### src/logic/tcd_pkg.sv
// Constants shared by the two-channel transfer engine and its channels.
// Assumes nothing beyond a SystemVerilog compiler.
package tcd_pkg;

  localparam int unsigned NCH = 2;

  // Register selectors for the channel write/read port
  localparam logic [2:0] REG_SRC_LO = 3'h0;
  localparam logic [2:0] REG_SRC_HI = 3'h1;
  localparam logic [2:0] REG_DST_LO = 3'h2;
  localparam logic [2:0] REG_DST_HI = 3'h3;
  localparam logic [2:0] REG_COUNT = 3'h4;
  localparam logic [2:0] REG_CTL = 3'h5;

  // Control register fields
  localparam int unsigned CTL_ARM = 0;
  localparam int unsigned CTL_WORD = 1;
  localparam int unsigned CTL_TC_STOP = 2;
  localparam int unsigned CTL_IRQ_EN = 3;
  localparam int unsigned CTL_PRIO = 4;
  localparam int unsigned CTL_SYNC_LSB = 5;
  localparam int unsigned CTL_RSRC_LSB = 7;
  localparam int unsigned CTL_SSTEP_LSB = 9;
  localparam int unsigned CTL_SRC_IO = 11;
  localparam int unsigned CTL_DSTEP_LSB = 12;
  localparam int unsigned CTL_DST_IO = 14;

  localparam logic [1:0] STEP_HOLD = 2'h0;
  localparam logic [1:0] STEP_INC = 2'h1;
  localparam logic [1:0] STEP_DEC = 2'h2;

  localparam logic [1:0] SYNC_NONE = 2'h0;
  localparam logic [1:0] SYNC_SRC = 2'h1;
  localparam logic [1:0] SYNC_DST = 2'h2;

  localparam logic [1:0] RSRC_PIN = 2'h0;
  localparam logic [1:0] RSRC_TMR = 2'h1;
  localparam logic [1:0] RSRC_SW = 2'h2;

  // Reset values
  localparam logic [19:0] PTR_RST = 20'h00000;
  localparam logic [15:0] CNT_RST = 16'h0000;
  localparam logic [15:0] CTL_RST = 16'h0000;

  // Each bus cycle lasts at least four clocks, two per transfer
  localparam logic [1:0] BUS_CNT_LAST = 2'h3;
  localparam logic [15:0] CNT_LAST_XFER = 16'h0001;

  typedef enum logic [1:0] {
    ST_IDLE = 2'h0,
    ST_FETCH = 2'h1,
    ST_DEPOSIT = 2'h3
  } tcd_state_e;

endpackage

### src/logic/tcd_chan_if.sv
// Bundle between the transfer engine and one channel register set.
// Assumes one engine end and one channel end per instance.
`timescale 1ns/10ps
`default_nettype none
interface tcd_chan_if;
  logic wr;
  logic [2:0] sel;
  logic [15:0] wdata;
  logic done;
  logic [19:0] src_ptr;
  logic [19:0] dst_ptr;
  logic [15:0] count;
  logic [15:0] ctl;
  logic irq;

  modport eng (
    output wr, sel, wdata, done,
    input src_ptr, dst_ptr, count, ctl, irq
  );
  modport chan (
    input wr, sel, wdata, done,
    output src_ptr, dst_ptr, count, ctl, irq
  );
endinterface
`default_nettype wire

### src/logic/tcd_chan.sv
// One channel: pointers, transfer count and control register.
// Assumes the engine pulses done once per finished transfer.
`timescale 1ns/10ps
`default_nettype none
module tcd_chan
  import tcd_pkg::*;
#(
  parameter bit BUS_16 = 1'b1
) (
  input wire logic i_core_clk,
  input wire logic i_rst_n,
  input wire logic i_clk_en,
  tcd_chan_if.chan ch
);

  logic [19:0] src_q;
  logic [19:0] dst_q;
  logic [15:0] cnt_q;
  logic [15:0] ctl_q;
  logic irq_q;
  logic word;
  logic tc_evt;
  logic [19:0] src_nx;
  logic [19:0] dst_nx;
  logic [15:0] cnt_nx;

  function automatic logic [19:0] step_ptr(input logic [19:0] p,
                                           input logic [1:0] st,
                                           input logic w);
    logic [19:0] d;
    d = w ? 20'h00002 : 20'h00001;
    unique case (st)
      STEP_INC: step_ptr = p + d;
      STEP_DEC: step_ptr = p - d;
      default: step_ptr = p;
    endcase
  endfunction

  function automatic logic hit(input logic [2:0] s);
    hit = ch.wr && (ch.sel == s);
  endfunction

  // ----------------------------------------------------------------
  // Pointer and count update; a write in the same cycle wins
  // ----------------------------------------------------------------
  assign word = ctl_q[CTL_WORD] & BUS_16;
  assign src_nx = ch.done ? step_ptr(src_q,
    ctl_q[CTL_SSTEP_LSB +: 2], word) : src_q;
  assign dst_nx = ch.done ? step_ptr(dst_q,
    ctl_q[CTL_DSTEP_LSB +: 2], word) : dst_q;
  assign cnt_nx = ch.done ? cnt_q - 16'h0001 : cnt_q;
  assign tc_evt = ch.done && (cnt_q == CNT_LAST_XFER);

  always_ff @(posedge i_core_clk or negedge i_rst_n) begin
    if (!i_rst_n) begin
      src_q <= PTR_RST;
    end else if (i_clk_en) begin
      if (hit(REG_SRC_LO)) begin
        src_q <= {src_nx[19:16], ch.wdata};
      end else if (hit(REG_SRC_HI)) begin
        src_q <= {ch.wdata[3:0], src_nx[15:0]};
      end else begin
        src_q <= src_nx;
      end
    end
  end

  always_ff @(posedge i_core_clk or negedge i_rst_n) begin
    if (!i_rst_n) begin
      dst_q <= PTR_RST;
    end else if (i_clk_en) begin
      if (hit(REG_DST_LO)) begin
        dst_q <= {dst_nx[19:16], ch.wdata};
      end else if (hit(REG_DST_HI)) begin
        dst_q <= {ch.wdata[3:0], dst_nx[15:0]};
      end else begin
        dst_q <= dst_nx;
      end
    end
  end

  always_ff @(posedge i_core_clk or negedge i_rst_n) begin
    if (!i_rst_n) begin
      cnt_q <= CNT_RST;
    end else if (i_clk_en) begin
      cnt_q <= hit(REG_COUNT) ? ch.wdata : cnt_nx;
    end
  end

  // Software re-arming in the terminal cycle beats the self clear
  always_ff @(posedge i_core_clk or negedge i_rst_n) begin
    if (!i_rst_n) begin
      ctl_q <= CTL_RST;
    end else if (i_clk_en) begin
      if (hit(REG_CTL)) begin
        ctl_q <= ch.wdata;
      end else if (tc_evt && ctl_q[CTL_TC_STOP]) begin
        ctl_q[CTL_ARM] <= 1'b0;
      end
    end
  end

  always_ff @(posedge i_core_clk or negedge i_rst_n) begin
    if (!i_rst_n) begin
      irq_q <= 1'b0;
    end else if (i_clk_en) begin
      irq_q <= tc_evt && ctl_q[CTL_IRQ_EN];
    end
  end

  assign ch.src_ptr = src_q;
  assign ch.dst_ptr = dst_q;
  assign ch.count = cnt_q;
  assign ch.ctl = ctl_q;
  assign ch.irq = irq_q;

endmodule
`default_nettype wire

### src/logic/tcd_engine.sv
// Two-channel transfer engine: request selection, arbitration and
// the fetch/deposit bus sequencer.
// Assumes a bus unit that honours o_bus_cyc and answers i_bus_rdy.
//
// Notes on behaviour
// - Two independent channels, each with its own register set.
// - Source and destination each in memory or I/O space, any mix.
// - Byte or word moves on a 16-bit bus; bytes only on 8-bit bus.
// - A transfer is one fetch plus one deposit, eight clocks at least.
// - One selected request source: pin, timer 2 or software.
// - 20-bit source and destination, 16-bit count and control each.
// - Count sets transfers, up to 64K, and marks the end when it runs out.
// - Registers stay writable mid-transfer and act at once.
// - Control picks unsynchronized, source or destination sync.
// - Optional interrupt request after the last counted transfer.
// - Optional stop when the count is used up; else keep going.
// - Source pointer steps up, down or holds; memory or I/O.
// - Destination pointer steps up, down or holds; memory or I/O.
// - Higher priority wins; equal priority alternates transfers.
// - Engine beats CPU, but not inside locked accesses.
// - External bus hold wins; engine waits for its release.
// - Maskable interrupts do not suspend a transfer sequence.
// - NMI holds off every new bus cycle on both channels; a started cycle runs to its end.
`timescale 1ns/10ps
`default_nettype none
module tcd_engine
  import tcd_pkg::*;
#(
  parameter bit BUS_16 = 1'b1
) (
  input wire logic i_core_clk,
  input wire logic i_rst_n,
  input wire logic i_clk_en,
  input wire logic i_reg_wr,
  input wire logic i_reg_rd,
  input wire logic i_reg_ch,
  input wire logic [2:0] i_reg_sel,
  input wire logic [15:0] i_reg_wdata,
  output logic [15:0] o_reg_rdata,
  input wire logic [1:0] i_channel_request_pins,
  input wire logic i_timer2_req,
  input wire logic i_hold_req,
  input wire logic i_cpu_lock,
  input wire logic i_nmi,
  output logic o_bus_req,
  output logic o_bus_cyc,
  output logic [19:0] o_bus_addr,
  output logic o_bus_io,
  output logic o_bus_wr,
  output logic [1:0] o_bus_be,
  output logic [15:0] o_bus_wdata,
  input wire logic i_bus_rdy,
  input wire logic [15:0] i_bus_rdata,
  output logic [1:0] o_irq,
  output logic o_busy,
  output logic o_active_ch,
  output logic [1:0] o_chan_armed
);

  // ----------------------------------------------------------------
  // Declarations
  // ----------------------------------------------------------------
  tcd_state_e state_q;
  logic ch_q;
  logic last_q;
  logic cyc_q;
  logic [1:0] clk_cnt_q;
  logic [15:0] data_q;
  logic [19:0] addr_q;
  logic io_q;
  logic wr_q;
  logic [1:0] be_q;
  logic [15:0] wdata_q;
  logic [15:0] rdata_q;
  logic [1:0] tmr_pend_q;

  logic [1:0] armed;
  logic [1:0] prio;
  logic [1:0] word;
  logic [1:0] req_lvl;
  logic [1:0] fetch_ok;
  logic [1:0] dep_ok;
  logic [1:0] done;
  logic bus_free;
  logic cyc_end;
  logic start_fetch;
  logic start_dep;
  logic pick;

  logic [19:0] src_ptr [NCH];
  logic [19:0] dst_ptr [NCH];
  logic [15:0] ctl [NCH];
  logic [15:0] count [NCH];

  tcd_chan_if chif [NCH] ();

  // ----------------------------------------------------------------
  // Helpers
  // ----------------------------------------------------------------
  // Byte moves use the lane picked by address bit 0
  function automatic logic [1:0] lanes(input logic w, input logic a0);
    if (w) begin
      lanes = 2'h3;
    end else begin
      lanes = a0 ? 2'h2 : 2'h1;
    end
  endfunction

  function automatic logic [15:0] rd_mux(input logic [2:0] s,
                                         input logic [19:0] sp,
                                         input logic [19:0] dp,
                                         input logic [15:0] cn,
                                         input logic [15:0] ct);
    unique case (s)
      REG_SRC_LO: rd_mux = sp[15:0];
      REG_SRC_HI: rd_mux = {12'h000, sp[19:16]};
      REG_DST_LO: rd_mux = dp[15:0];
      REG_DST_HI: rd_mux = {12'h000, dp[19:16]};
      REG_COUNT: rd_mux = cn;
      REG_CTL: rd_mux = ct;
      default: rd_mux = 16'h0000;
    endcase
  endfunction

  // ----------------------------------------------------------------
  // Channels
  // ----------------------------------------------------------------
  for (genvar g = 0; g < NCH; g++) begin : g_ch
    tcd_chan #(
      .BUS_16(BUS_16)
    ) u_chan (
      .i_core_clk(i_core_clk),
      .i_rst_n(i_rst_n),
      .i_clk_en(i_clk_en),
      .ch(chif[g])
    );

    assign chif[g].wr = i_reg_wr && (i_reg_ch == 1'(g));
    assign chif[g].sel = i_reg_sel;
    assign chif[g].wdata = i_reg_wdata;
    assign chif[g].done = done[g];

    assign src_ptr[g] = chif[g].src_ptr;
    assign dst_ptr[g] = chif[g].dst_ptr;
    assign ctl[g] = chif[g].ctl;
    assign count[g] = chif[g].count;
    assign o_irq[g] = chif[g].irq;

    assign armed[g] = ctl[g][CTL_ARM];
    assign prio[g] = ctl[g][CTL_PRIO];
    assign word[g] = ctl[g][CTL_WORD] & BUS_16;

    // At most one source feeds the channel request; the unused code feeds none
    always_comb begin
      unique case (ctl[g][CTL_RSRC_LSB +: 2])
        RSRC_PIN: req_lvl[g] = i_channel_request_pins[g];
        RSRC_TMR: req_lvl[g] = tmr_pend_q[g];
        RSRC_SW: req_lvl[g] = 1'b1;
        default: req_lvl[g] = 1'b0;
      endcase
    end

    // Source sync gates the fetch, destination sync gates the deposit
    assign fetch_ok[g] = armed[g] &&
      (ctl[g][CTL_SYNC_LSB +: 2] != SYNC_SRC || req_lvl[g]);
    assign dep_ok[g] =
      ctl[g][CTL_SYNC_LSB +: 2] != SYNC_DST || req_lvl[g];

    assign done[g] = cyc_end && (state_q == ST_DEPOSIT) &&
      (ch_q == 1'(g));

    // Timer pulses are held until that channel completes a transfer
    always_ff @(posedge i_core_clk or negedge i_rst_n) begin
      if (!i_rst_n) begin
        tmr_pend_q[g] <= 1'b0;
      end else if (i_clk_en) begin
        if (i_timer2_req) begin
          tmr_pend_q[g] <= 1'b1;
        end else if (done[g]) begin
          tmr_pend_q[g] <= 1'b0;
        end
      end
    end
  end

  // ----------------------------------------------------------------
  // Arbitration
  // ----------------------------------------------------------------
  // Maskable interrupts have no input here, so they cannot stall us
  assign bus_free = !i_hold_req && !i_cpu_lock &&
    !i_nmi;

  always_comb begin
    if (fetch_ok == 2'h3) begin
      if (prio[0] != prio[1]) begin
        pick = prio[1];
      end else begin
        pick = ~last_q;
      end
    end else begin
      pick = fetch_ok[1];
    end
  end

  assign start_fetch = (state_q == ST_FETCH) && !cyc_q && bus_free;
  assign start_dep = (state_q == ST_DEPOSIT) && !cyc_q && bus_free &&
    dep_ok[ch_q];
  assign cyc_end = cyc_q && (clk_cnt_q == BUS_CNT_LAST) && i_bus_rdy;

  // ----------------------------------------------------------------
  // Transfer sequencer
  // ----------------------------------------------------------------
  always_ff @(posedge i_core_clk or negedge i_rst_n) begin
    if (!i_rst_n) begin
      state_q <= ST_IDLE;
      ch_q <= 1'b0;
      last_q <= 1'b1;
    end else if (i_clk_en) begin
      unique case (state_q)
        ST_IDLE: begin
          if (fetch_ok != 2'h0 && bus_free) begin
            state_q <= ST_FETCH;
            ch_q <= pick;
            last_q <= pick;
          end
        end
        ST_FETCH: begin
          if (!cyc_q && !armed[ch_q]) begin
            state_q <= ST_IDLE;
          end else if (cyc_end) begin
            state_q <= ST_DEPOSIT;
          end
        end
        ST_DEPOSIT: begin
          if (!cyc_q && !armed[ch_q]) begin
            state_q <= ST_IDLE;
          end else if (cyc_end) begin
            state_q <= ST_IDLE;
          end
        end
        default: state_q <= ST_IDLE;
      endcase
    end
  end

  // A started cycle always runs to its end so the bus is never torn
  always_ff @(posedge i_core_clk or negedge i_rst_n) begin
    if (!i_rst_n) begin
      cyc_q <= 1'b0;
    end else if (i_clk_en) begin
      if (start_fetch || start_dep) begin
        cyc_q <= 1'b1;
      end else if (cyc_end) begin
        cyc_q <= 1'b0;
      end
    end
  end

  always_ff @(posedge i_core_clk or negedge i_rst_n) begin
    if (!i_rst_n) begin
      clk_cnt_q <= 2'h0;
    end else if (i_clk_en) begin
      if (start_fetch || start_dep) begin
        clk_cnt_q <= 2'h0;
      end else if (cyc_q && clk_cnt_q != BUS_CNT_LAST) begin
        clk_cnt_q <= clk_cnt_q + 2'h1;
      end
    end
  end

  // Address and qualifiers are frozen for the whole bus cycle
  always_ff @(posedge i_core_clk or negedge i_rst_n) begin
    if (!i_rst_n) begin
      addr_q <= PTR_RST;
      io_q <= 1'b0;
      wr_q <= 1'b0;
      be_q <= 2'h0;
    end else if (i_clk_en) begin
      if (start_fetch) begin
        addr_q <= src_ptr[ch_q];
        io_q <= ctl[ch_q][CTL_SRC_IO];
        wr_q <= 1'b0;
        be_q <= lanes(word[ch_q], src_ptr[ch_q][0]);
      end else if (start_dep) begin
        addr_q <= dst_ptr[ch_q];
        io_q <= ctl[ch_q][CTL_DST_IO];
        wr_q <= 1'b1;
        be_q <= lanes(word[ch_q], dst_ptr[ch_q][0]);
      end
    end
  end

  // Fetched byte is normalised to the low lane, then mirrored out
  always_ff @(posedge i_core_clk or negedge i_rst_n) begin
    if (!i_rst_n) begin
      data_q <= 16'h0000;
    end else if (i_clk_en) begin
      if (cyc_end && state_q == ST_FETCH) begin
        if (be_q == 2'h2) begin
          data_q <= {8'h00, i_bus_rdata[15:8]};
        end else begin
          data_q <= i_bus_rdata;
        end
      end
    end
  end

  always_ff @(posedge i_core_clk or negedge i_rst_n) begin
    if (!i_rst_n) begin
      wdata_q <= 16'h0000;
    end else if (i_clk_en) begin
      if (start_dep) begin
        if (word[ch_q]) begin
          wdata_q <= data_q;
        end else begin
          wdata_q <= {data_q[7:0], data_q[7:0]};
        end
      end
    end
  end

  // ----------------------------------------------------------------
  // Register read-back
  // ----------------------------------------------------------------
  always_ff @(posedge i_core_clk or negedge i_rst_n) begin
    if (!i_rst_n) begin
      rdata_q <= 16'h0000;
    end else if (i_clk_en) begin
      if (i_reg_rd) begin
        rdata_q <= rd_mux(i_reg_sel, src_ptr[i_reg_ch],
          dst_ptr[i_reg_ch], count[i_reg_ch], ctl[i_reg_ch]);
      end
    end
  end

  // ----------------------------------------------------------------
  // Outputs
  // ----------------------------------------------------------------
  assign o_reg_rdata = rdata_q;
  assign o_bus_req = (state_q != ST_IDLE) || (fetch_ok != 2'h0);
  assign o_bus_cyc = cyc_q;
  assign o_bus_addr = addr_q;
  assign o_bus_io = io_q;
  assign o_bus_wr = wr_q;
  assign o_bus_be = be_q;
  assign o_bus_wdata = wdata_q;
  assign o_busy = state_q != ST_IDLE;
  assign o_active_ch = ch_q;
  assign o_chan_armed = armed;

endmodule
`default_nettype wire

### config.mk
export PLATFORM = sky130hd
export DESIGN_NAME = tcd_engine
export DESIGN_NICKNAME = d
export VERILOG_FILES = /design/src/logic/tcd_pkg.sv /design/src/logic/tcd_chan_if.sv /design/src/logic/tcd_chan.sv /design/src/logic/tcd_engine.sv
export SDC_FILE = /design/constraint.sdc
export NUM_CORES = 1
export LEC_CHECK = 0
export ABC_CLOCK_PERIOD_IN_PS = 9700
export BUFFER_PORTS_ARGS = -buffer_cell sky130_fd_sc_hd__buf_2
export CORE_ASPECT_RATIO = 1.25
export CORE_MARGIN = 2
export CORE_UTILIZATION = 45
export DETAILED_ROUTE_END_ITERATION = 6
export PLACE_DENSITY_LB_ADDON = 0.3
export SLEW_MARGIN = 20
export SYNTH_ARGS = -nofsm -noshare
export SYNTH_HDL_FRONTEND = slang
export SYNTH_SLANG_ARGS = --single-unit
export TNS_END_PERCENT = 1
### constraint.sdc
create_clock -name i_core_clk -period 9.7 [get_ports i_core_clk]
set_clock_uncertainty 0.05 [all_clocks]
set_input_delay 2.91 -clock i_core_clk [delete_from_list [all_inputs] [get_ports i_core_clk]]
set_output_delay 2.91 -clock i_core_clk [all_outputs]
set_load 0.01 [all_outputs]
==> reports/metrics.yaml, run 1 <==
layout:
  fin_util: 0.4939
  syn_to_final_growth_pct: 8.653
  fillers: 3630
  finalNonFillerCells: 2619
  final_nets: 2182
  final_layout_size_suffix_gt1_frac: 0.1167
  final_area_mm2: 0.01884
place:
  dp_cells: 2568
  dp_hpwl_um: 42180
  portBuffers: 111
  dp_slack_ns: 2.869
  place.gp.congestion: 0.9747
  dpl_cell_area_mm2: 0.01793
power:
  leakage_nw: 7.868
  p_per_area_mw_per_mm2: 196.6
  ir_worst_vdd_v: 0.0001202
  total_power_mw: 3.702
route:
  wire_per_inst_um: 23.42
  drc: 0
  drtIter0Drc: 2108
  wl_um: 61330
  avgViaCountPerCell: 6.636
  drt_pass1_iterations: 6
  vias: 17380
  ant_nets: 0
grt:
  grt_usage: 0.2985
  antenna_found_initial: 1
  grt_pass1_vias: 16160
  overflow: 0
  grt_pass1_wl_um: 94530
  grt_start_max_net_pins: 114
setup_path:
  end_kind: "output pin"
  critPathTopFamily: "simple AND/OR/NAND/NOR gates"
  cp.arrival_ns: 3.94
  regToRegEndpoint: "g_ch[1].u_chan.ch.dst_ptr[14]"
  startpoint_type: "input pin"
  reg2reg_from: "g_ch[1].u_chan.ch.ctl[12]"
  r2r_cells: 13
  max_stage_delay_ns: 0.22
  reg2reg_slack_ns: 5.87
  crit_path_cell_trace: "buf_2 > nor3_1 > a21oi_1 > o21ai_1 > nand2_1 > or2_1 > buf_2"
  crit_fanout: 2
  path_class: "in -> out"
  worst_ep_required_time_ns: 6.74
  critPathBufInv: 2
  worst_path_most_repeated_cell: "buf_2"
  cp_slowest_cell: "o21ai_1"
clock_tree:
  cts_buffers: 27
  clk_latency_ns: 0.59
  holdBufCountCts: 0
  h-tree-depth: 1
  cts_resized: 0
  cts.sinks: 227
  path_clk_slew_ns: 0.06
  cts_setup_buffers: 0
  root_buffer: "clkbuf_16"
  cts_tree: "built"
  cts_buffer_depth: 3
synth:
  synth_area_leaders: "dfrtp_1, o21ai_1, a21oi_1, nor2_1, clkbuf_1"
  synth_ff_type: "dfrtp_1"
  synth-compound-area-share: 0.2639
  synth_mux_area_frac: 0.09974
  synthCells: 2152
  syn_nets: 2229
  yosysTopAreaCell: "dfrtp_1"
  synthAdderAreaFrac: 0.02266
  synth_edf_count: 0
  synth_xor_area_frac: 0.03435
  synthArstFlopShare: 1.000
  synth-seq-area-share: 0.3277
  syn_area_per_cell_um2: 8.056
  synthSimpleGateAreaFrac: 0.1890
  yosysUniqueCellTypes: 85
  synth_top_area_share: 0.3262
  ys_warn_count: 0
  synth_seq_cells: 227
  netlist_area_mm2: 0.01734
  synth_top_family_by_area: "compound AO/OA/AOI/OAI gates"
floorplan:
  dieArea_mm2: 0.04012
  io_pins: 112
  core_area_mm2: 0.03814
  chipWidth_um: 179.6
  initial_core_util: 0.4546
  row_count: 80
  die_y_um: 223.5
sta:
  drv_slew: 0
  worstMarginPinSlew_ns: 1.072
  fmax_ghz: 0.1450
  holdWs_ns: 0.4278
  timing.final.ws_setup_ns: 2.805
  relSlewSlack: 0.2838
  finalHoldViolCount: 0
  fin_crit_sh: 0.7108
  setup_viol: 0
  period_needed_ns: 6.895
  tns_ns: 0
  rsz0062_at_grt: "no"
min_path:
  min_from: "o_bus_wdata[15]"
  whs_path_depth: 2
  hp-class: "reg -> reg"
  holdPathEnd: "o_bus_wdata[15]"
job:
  drv_cap: 0
status:
  outcome: "completed"
[tightest hold or removal path: stages, from the launching register on]
cell	delay [ns]
dfrtp_1	0.33
nand2_1	0.05
o21ai_1	0.06
[cells by family after synthesis]
| group | after synthesis |
|---|---|
| buffers and inverters | 279 |
| AND/OR/NAND/NOR | 682 |
| adder cells (fa/ha/maj) | 29 |
| flip-flops | 227 |
| multiplexers | 133 |
| AO/OA/AOI/OAI | 734 |
| XOR/XNOR | 68 |
[state kept, by name, summed over array words and instances, names as in the netlist, 16 cells and up]
signal	count
o_bus_addr	20
g_ch.u_chan.ch.ctl	32
data_q	16
g_ch.u_chan.ch.src_ptr	40
g_ch.u_chan.ch.count	32
g_ch.u_chan.ch.dst_ptr	40
o_bus_wdata	16
o_reg_rdata	16
[layout by cell type (no fill, tap or decap), types with 29 or more instances in the layout]
| cell | instances |
|---|---|
| nor2_1 | 202 |
| buf_2 | 110 |
| o21ai_0 | 75 |
| inv_1 | 56 |
| xnor2_1 | 49 |
| mux2_1 | 47 |
| nor3_1 | 77 |
| a21oi_1 | 165 |
| a22oi_1 | 58 |
| mux2i_1 | 58 |
| o21ai_1 | 169 |
| nand3_1 | 37 |
| nand2_1 | 170 |
| o22ai_1 | 47 |
| nor4_1 | 34 |
| dfrtp_1 | 226 |
| nor2b_1 | 29 |
[cell usage after synthesis, drive strengths merged (6+ instances only)]
cell and instances:
and3 15, xnor2 49, xor2 19, a21o 14, a211oi 11, a32oi 20, o22ai 47, a22o 10
mux2i 58, and2 12, nor4 35, nor2 203, o41ai 6, o31ai 18, ha 25, nor3b 7
clkbuf 183, a21oi 165, a221oi 20, o31a 9, o21bai 9, nand2 170, nand3 37, nor3 81
nand4 16, o211ai 8, nor2b 29, a22oi 58, a31oi 23, o21a 12, or3 20, or2 7
o21ai 249, nand2b 24, mux4 27, o311ai 6, mux2 48, and4b 7, inv 68, buf 27
o2bb2ai 11, dfrtp 226, or4 7
[worst max path at each step]
stage	start	end	slack, ns	cells after the start
after CTS	i_channel_request_pins[1]	o_bus_req	2.84	7
after floorplan	i_channel_request_pins[0]	o_bus_req	3.14	5
after global routing	i_channel_request_pins[1]	o_bus_req	2.73	7
after global placement	i_channel_request_pins[0]	o_bus_req	2.85	7
final	i_channel_request_pins[1]	o_bus_req	2.80	7
after detailed placement	i_channel_request_pins[1]	o_bus_req	2.87	7
[power by group]
| group | leakage, nW | switching, mW | internal, mW |
|---|---|---|---|
| clock network | 0.444 | 0.436 | 0.585 |
| registers | 2.92 | 0.260 | 1.10 |
| logic | 4.51 | 0.787 | 0.532 |
| total | 7.87 | 1.48 | 2.22 |
[routing by layer]
| metal | vias to the layer above | GRT usage | wire length, µm |
|---|---|---|---|
| met5 | - | 0 | 0 |
| met4 | 0 | 0.1794 | 3959 |
| met3 | 185 | 0.04930 | 5944 |
| met2 | 942 | 0.4683 | 27680 |
| met1 | 8451 | 0.3875 | 23750 |
| li1 | 7802 | - | - |
[layout make-up]
class | instances | area, µm² | area share
diodes | 1 | 2.502 | 0.0001328
clock inverters | 13 | 107.6 | 0.005712
inverters | 69 | 259.0 | 0.01375
flip-flops and latches | 227 | 5682 | 0.3016
clock buffers | 37 | 773.2 | 0.04105
well taps | 492 | 615.6 | 0.03268
multi-input cells | 1646 | 10660 | 0.5659
repair buffers | 134 | 738.2 | 0.03919
Note: power is estimated with default switching activity, not from simulation.
==> inputs of run 2 (changes only) <==
--- a/config.mk
+++ b/config.mk
@@ -5,7 +5,8 @@
 export SDC_FILE = /design/constraint.sdc
 export NUM_CORES = 1
 export LEC_CHECK = 0
-export ABC_CLOCK_PERIOD_IN_PS = 9700
+export ABC_AREA = 1
+export ABC_CLOCK_PERIOD_IN_PS = 5700
 export BUFFER_PORTS_ARGS = -buffer_cell sky130_fd_sc_hd__buf_2
 export CORE_ASPECT_RATIO = 1.25
 export CORE_MARGIN = 2
==> constraint.sdc (replaced) <==
create_clock -name i_core_clk -period 5.7 [get_ports i_core_clk]
set_clock_uncertainty 0.05 [all_clocks]
set_input_delay 1.71 -clock i_core_clk [delete_from_list [all_inputs] [get_ports i_core_clk]]
set_output_delay 1.71 -clock i_core_clk [all_outputs]
set_load 0.01 [all_outputs]
==> run 2 against run 1 <==
- register-to-register slack got worse by 3.8 ns
- die area up 2.5%
- cell area grew 3.7%
- sequential share of layout area decreased by 1.1 points
- synthesized cell count is 30% higher
- combinational power rose to 2.8 times the previous value
- via count rose by 13%
- global-route usage increased by 3.8 points
- sequential cell count is the same
==> reports/metrics.yaml, run 2 <==
power:
  clock_power_share: 0.235
  seqPwrFrac: 0.310
  comb_power_share: 0.455
  p_sw_mw: 3.826
  p_int_mw: 4.280
  power.share.switching: 0.4720
  leakage_nw: 9.996
  p_per_area_mw_per_mm2: 415.0
  ir_worst_vdd_v: 0.0002357
clock_tree:
  holdBufCountCts: 0
  cts_buffer_depth: 3
  clk_latency_ns: 0.58
  cts_tree: "built"
  cts_resized: 0
  root_buffer: "clkbuf_16"
  path_clk_slew_ns: 0.06
  cts_setup_buffers: 0
  cts_buffers: 25
  cts.sinks: 227
  h-tree-depth: 1
synth:
  synth_seq_cells: 227
  syn_nets: 2878
  synth_area_leaders: "dfrtp_1, nand2_1, inv_1, o21ai_0, a21oi_1"
  synth_edf_count: 0
  synth-seq-area-share: 0.3195
  syn_area_per_cell_um2: 6.348
  synthCells: 2801
  netlist_area_mm2: 0.01778
  synth_top_area_share: 0.3180
  synth_commonest_cells: "nand2_1, inv_1, nor2_1"
  yosysUniqueCellTypes: 50
  synth.most_common_cell: "nand2_1"
  ys_warn_count: 0
  synthArstFlopShare: 1.000
  yosysTopAreaCell: "dfrtp_1"
  synth_ff_type: "dfrtp_1"
floorplan:
  core_area_mm2: 0.03902
  chipWidth_um: 181.8
  die_y_um: 226.3
  dieArea_mm2: 0.04113
  row_count: 81
  io_pins: 112
  initial_core_util: 0.4557
sta:
  holdWs_ns: 0.4248
  finalHoldViolCount: 0
  tns_ns: 0
  drv_slew: 0
  relSlewSlack: 0.3107
  period_needed_ns: 4.438
  rsz0062_at_grt: "no"
  worstMarginPinSlew_ns: 1.031
  setup_viol: 0
  fin_crit_sh: 0.7786
  fmax_ghz: 0.2253
route:
  wire_per_inst_um: 20.94
  ant_nets: 0
  wl_um: 70430
  drc: 0
  drt_pass1_iterations: 6
  drtIter0Drc: 2195
  avgViaCountPerCell: 5.858
  vias: 19700
layout:
  layout_commonest_cell: "nand2_1"
  final_nets: 2921
  final_layout_size_suffix_gt1_frac: 0.09396
  final_cell_mix: "nand2_1, inv_1, nor2_1"
  fillers: 4024
  syn_to_final_growth_pct: 9.837
job:
  drv_cap: 0
setup_path:
  cp.arrival_ns: 2.68
  crit_path_cell_trace: "buf_2 > o31ai_1 > nand3_1 > nand2_1 > nand3_1 > buf_2"
  startpoint_type: "input pin"
  path_class: "in -> out"
  cp_slowest_cell: "o31ai_1"
  worst_ep_required_time_ns: 3.94
  end_kind: "output pin"
  max_stage_delay_ns: 0.35
  crit_fanout: 2
grt:
  antenna_found_initial: 3
  overflow: 0
  grt_pass1_vias: 18120
  busiest_layer: "met2"
  gr-usage-met2: 0.5386
  grt_use_met3: 0.04867
  grt_usage: 0.3364
  grt_start_max_net_pins: 126
  grt_pass1_wl_um: 106300
  grt_use_met1: 0.4291
place:
  dp_hpwl_um: 53480
  place.gp.congestion: 1.045
  portBuffers: 111
status:
  outcome: "completed"
min_path:
  hp-class: "reg -> reg"
## run 2: cell types whose count changed after synthesis, moves of 45 or more
cell / delta
nor2_1: +48
nor3_1: -59
inv_1: +270
nand3_1: +127
xnor2_1: -45
mux2_1: -47
o21ai_1: -149
clkbuf_1: -125
mux2i_1: -57
nand2_1: +699
o21ai_0: +166
## run 2: path summary, 6_finish.rpt
kind,startpoint,to,slack [ns],depth (start not counted)
max in group asynchronous,i_rst_n,g_ch[0].u_chan.ch.count[4],3.31,2
max reg2reg,g_ch[0].u_chan.ch.ctl[9],g_ch[0].u_chan.ch.src_ptr[16],2.06,16
min in group asynchronous,i_rst_n,o_bus_wdata[11],1.19,1
max,i_channel_request_pins[0],o_bus_req,1.26,6
min reg2reg,o_bus_wdata[7],o_bus_wdata[7],0.42,2
min,o_bus_wdata[7],o_bus_wdata[7],0.42,2
## run 2: power groups by stage
| stage | Clock, mW | Sequential (mW) | Combinational (mW) |
|---|---|---|---|
| 5_1_grt | 1.96 | 2.55 | 4.08 |
| 3_5_place_dp | 0 | 2.52 | 3.58 |
| 3_3_place_gp | 0 | 2.50 | 3.54 |
| 6_report | 1.90 | 2.52 | 3.69 |
| 4_1_cts | 1.92 | 2.49 | 3.61 |
| 2_1_floorplan | 0 | 2.37 | 2.52 |
## run 2: kinds of logic after synthesis
logic type / share of synthesized area
AOI/OAI and AO/OA: 0.2127
and+or+nand+nor: 0.3266
adders and majority gates: 0.02209
DFF: 0.3195
muxes: 0.0005629
xor gates and xnor gates: 0.01231
buffers and inverters: 0.1062
## run 2: layer usage
metal	vias up	wire, µm
met5	-	0
met4	0	5124
met3	236	6979
met2	1111	31140
met1	9116	27180
li1	9238	-
## run 2: cell type report
cell class	count	area (µm²)	share of cell area
multi-input cells	2102	10220	0.5233
repair buffers	125	683.2	0.03498
flip-flops and latches	227	5683	0.2910
clock buffers	32	711.9	0.03645
diodes	2	5.005	0.0002562
inverters	363	1363	0.06976
well taps	498	623.1	0.03190
clock inverters	14	241.5	0.01236
## run 2: worst max-delay path, delay by kind of cell
kind / cells / cell delay (ns)
compound gates: 1 / 0.35
simple gates: 3 / 0.34
buf+inv: 2 / 0.28
## run 2: metrics by stage
step	cell area, µm²	cells	util	setup slack, ns	total power, mW
2_1_floorplan	17780	2801	-	1.686	4.891
3_3_place_gp	18570	3315	0.4759	1.296	6.042
3_5_place_dp	18570	3315	0.4760	1.226	6.101
4_1_cts	19530	3361	0.5004	1.277	8.014
5_1_grt	19530	3361	0.5004	1.198	8.595
6_report	19530	3363	0.5006	1.262	8.106
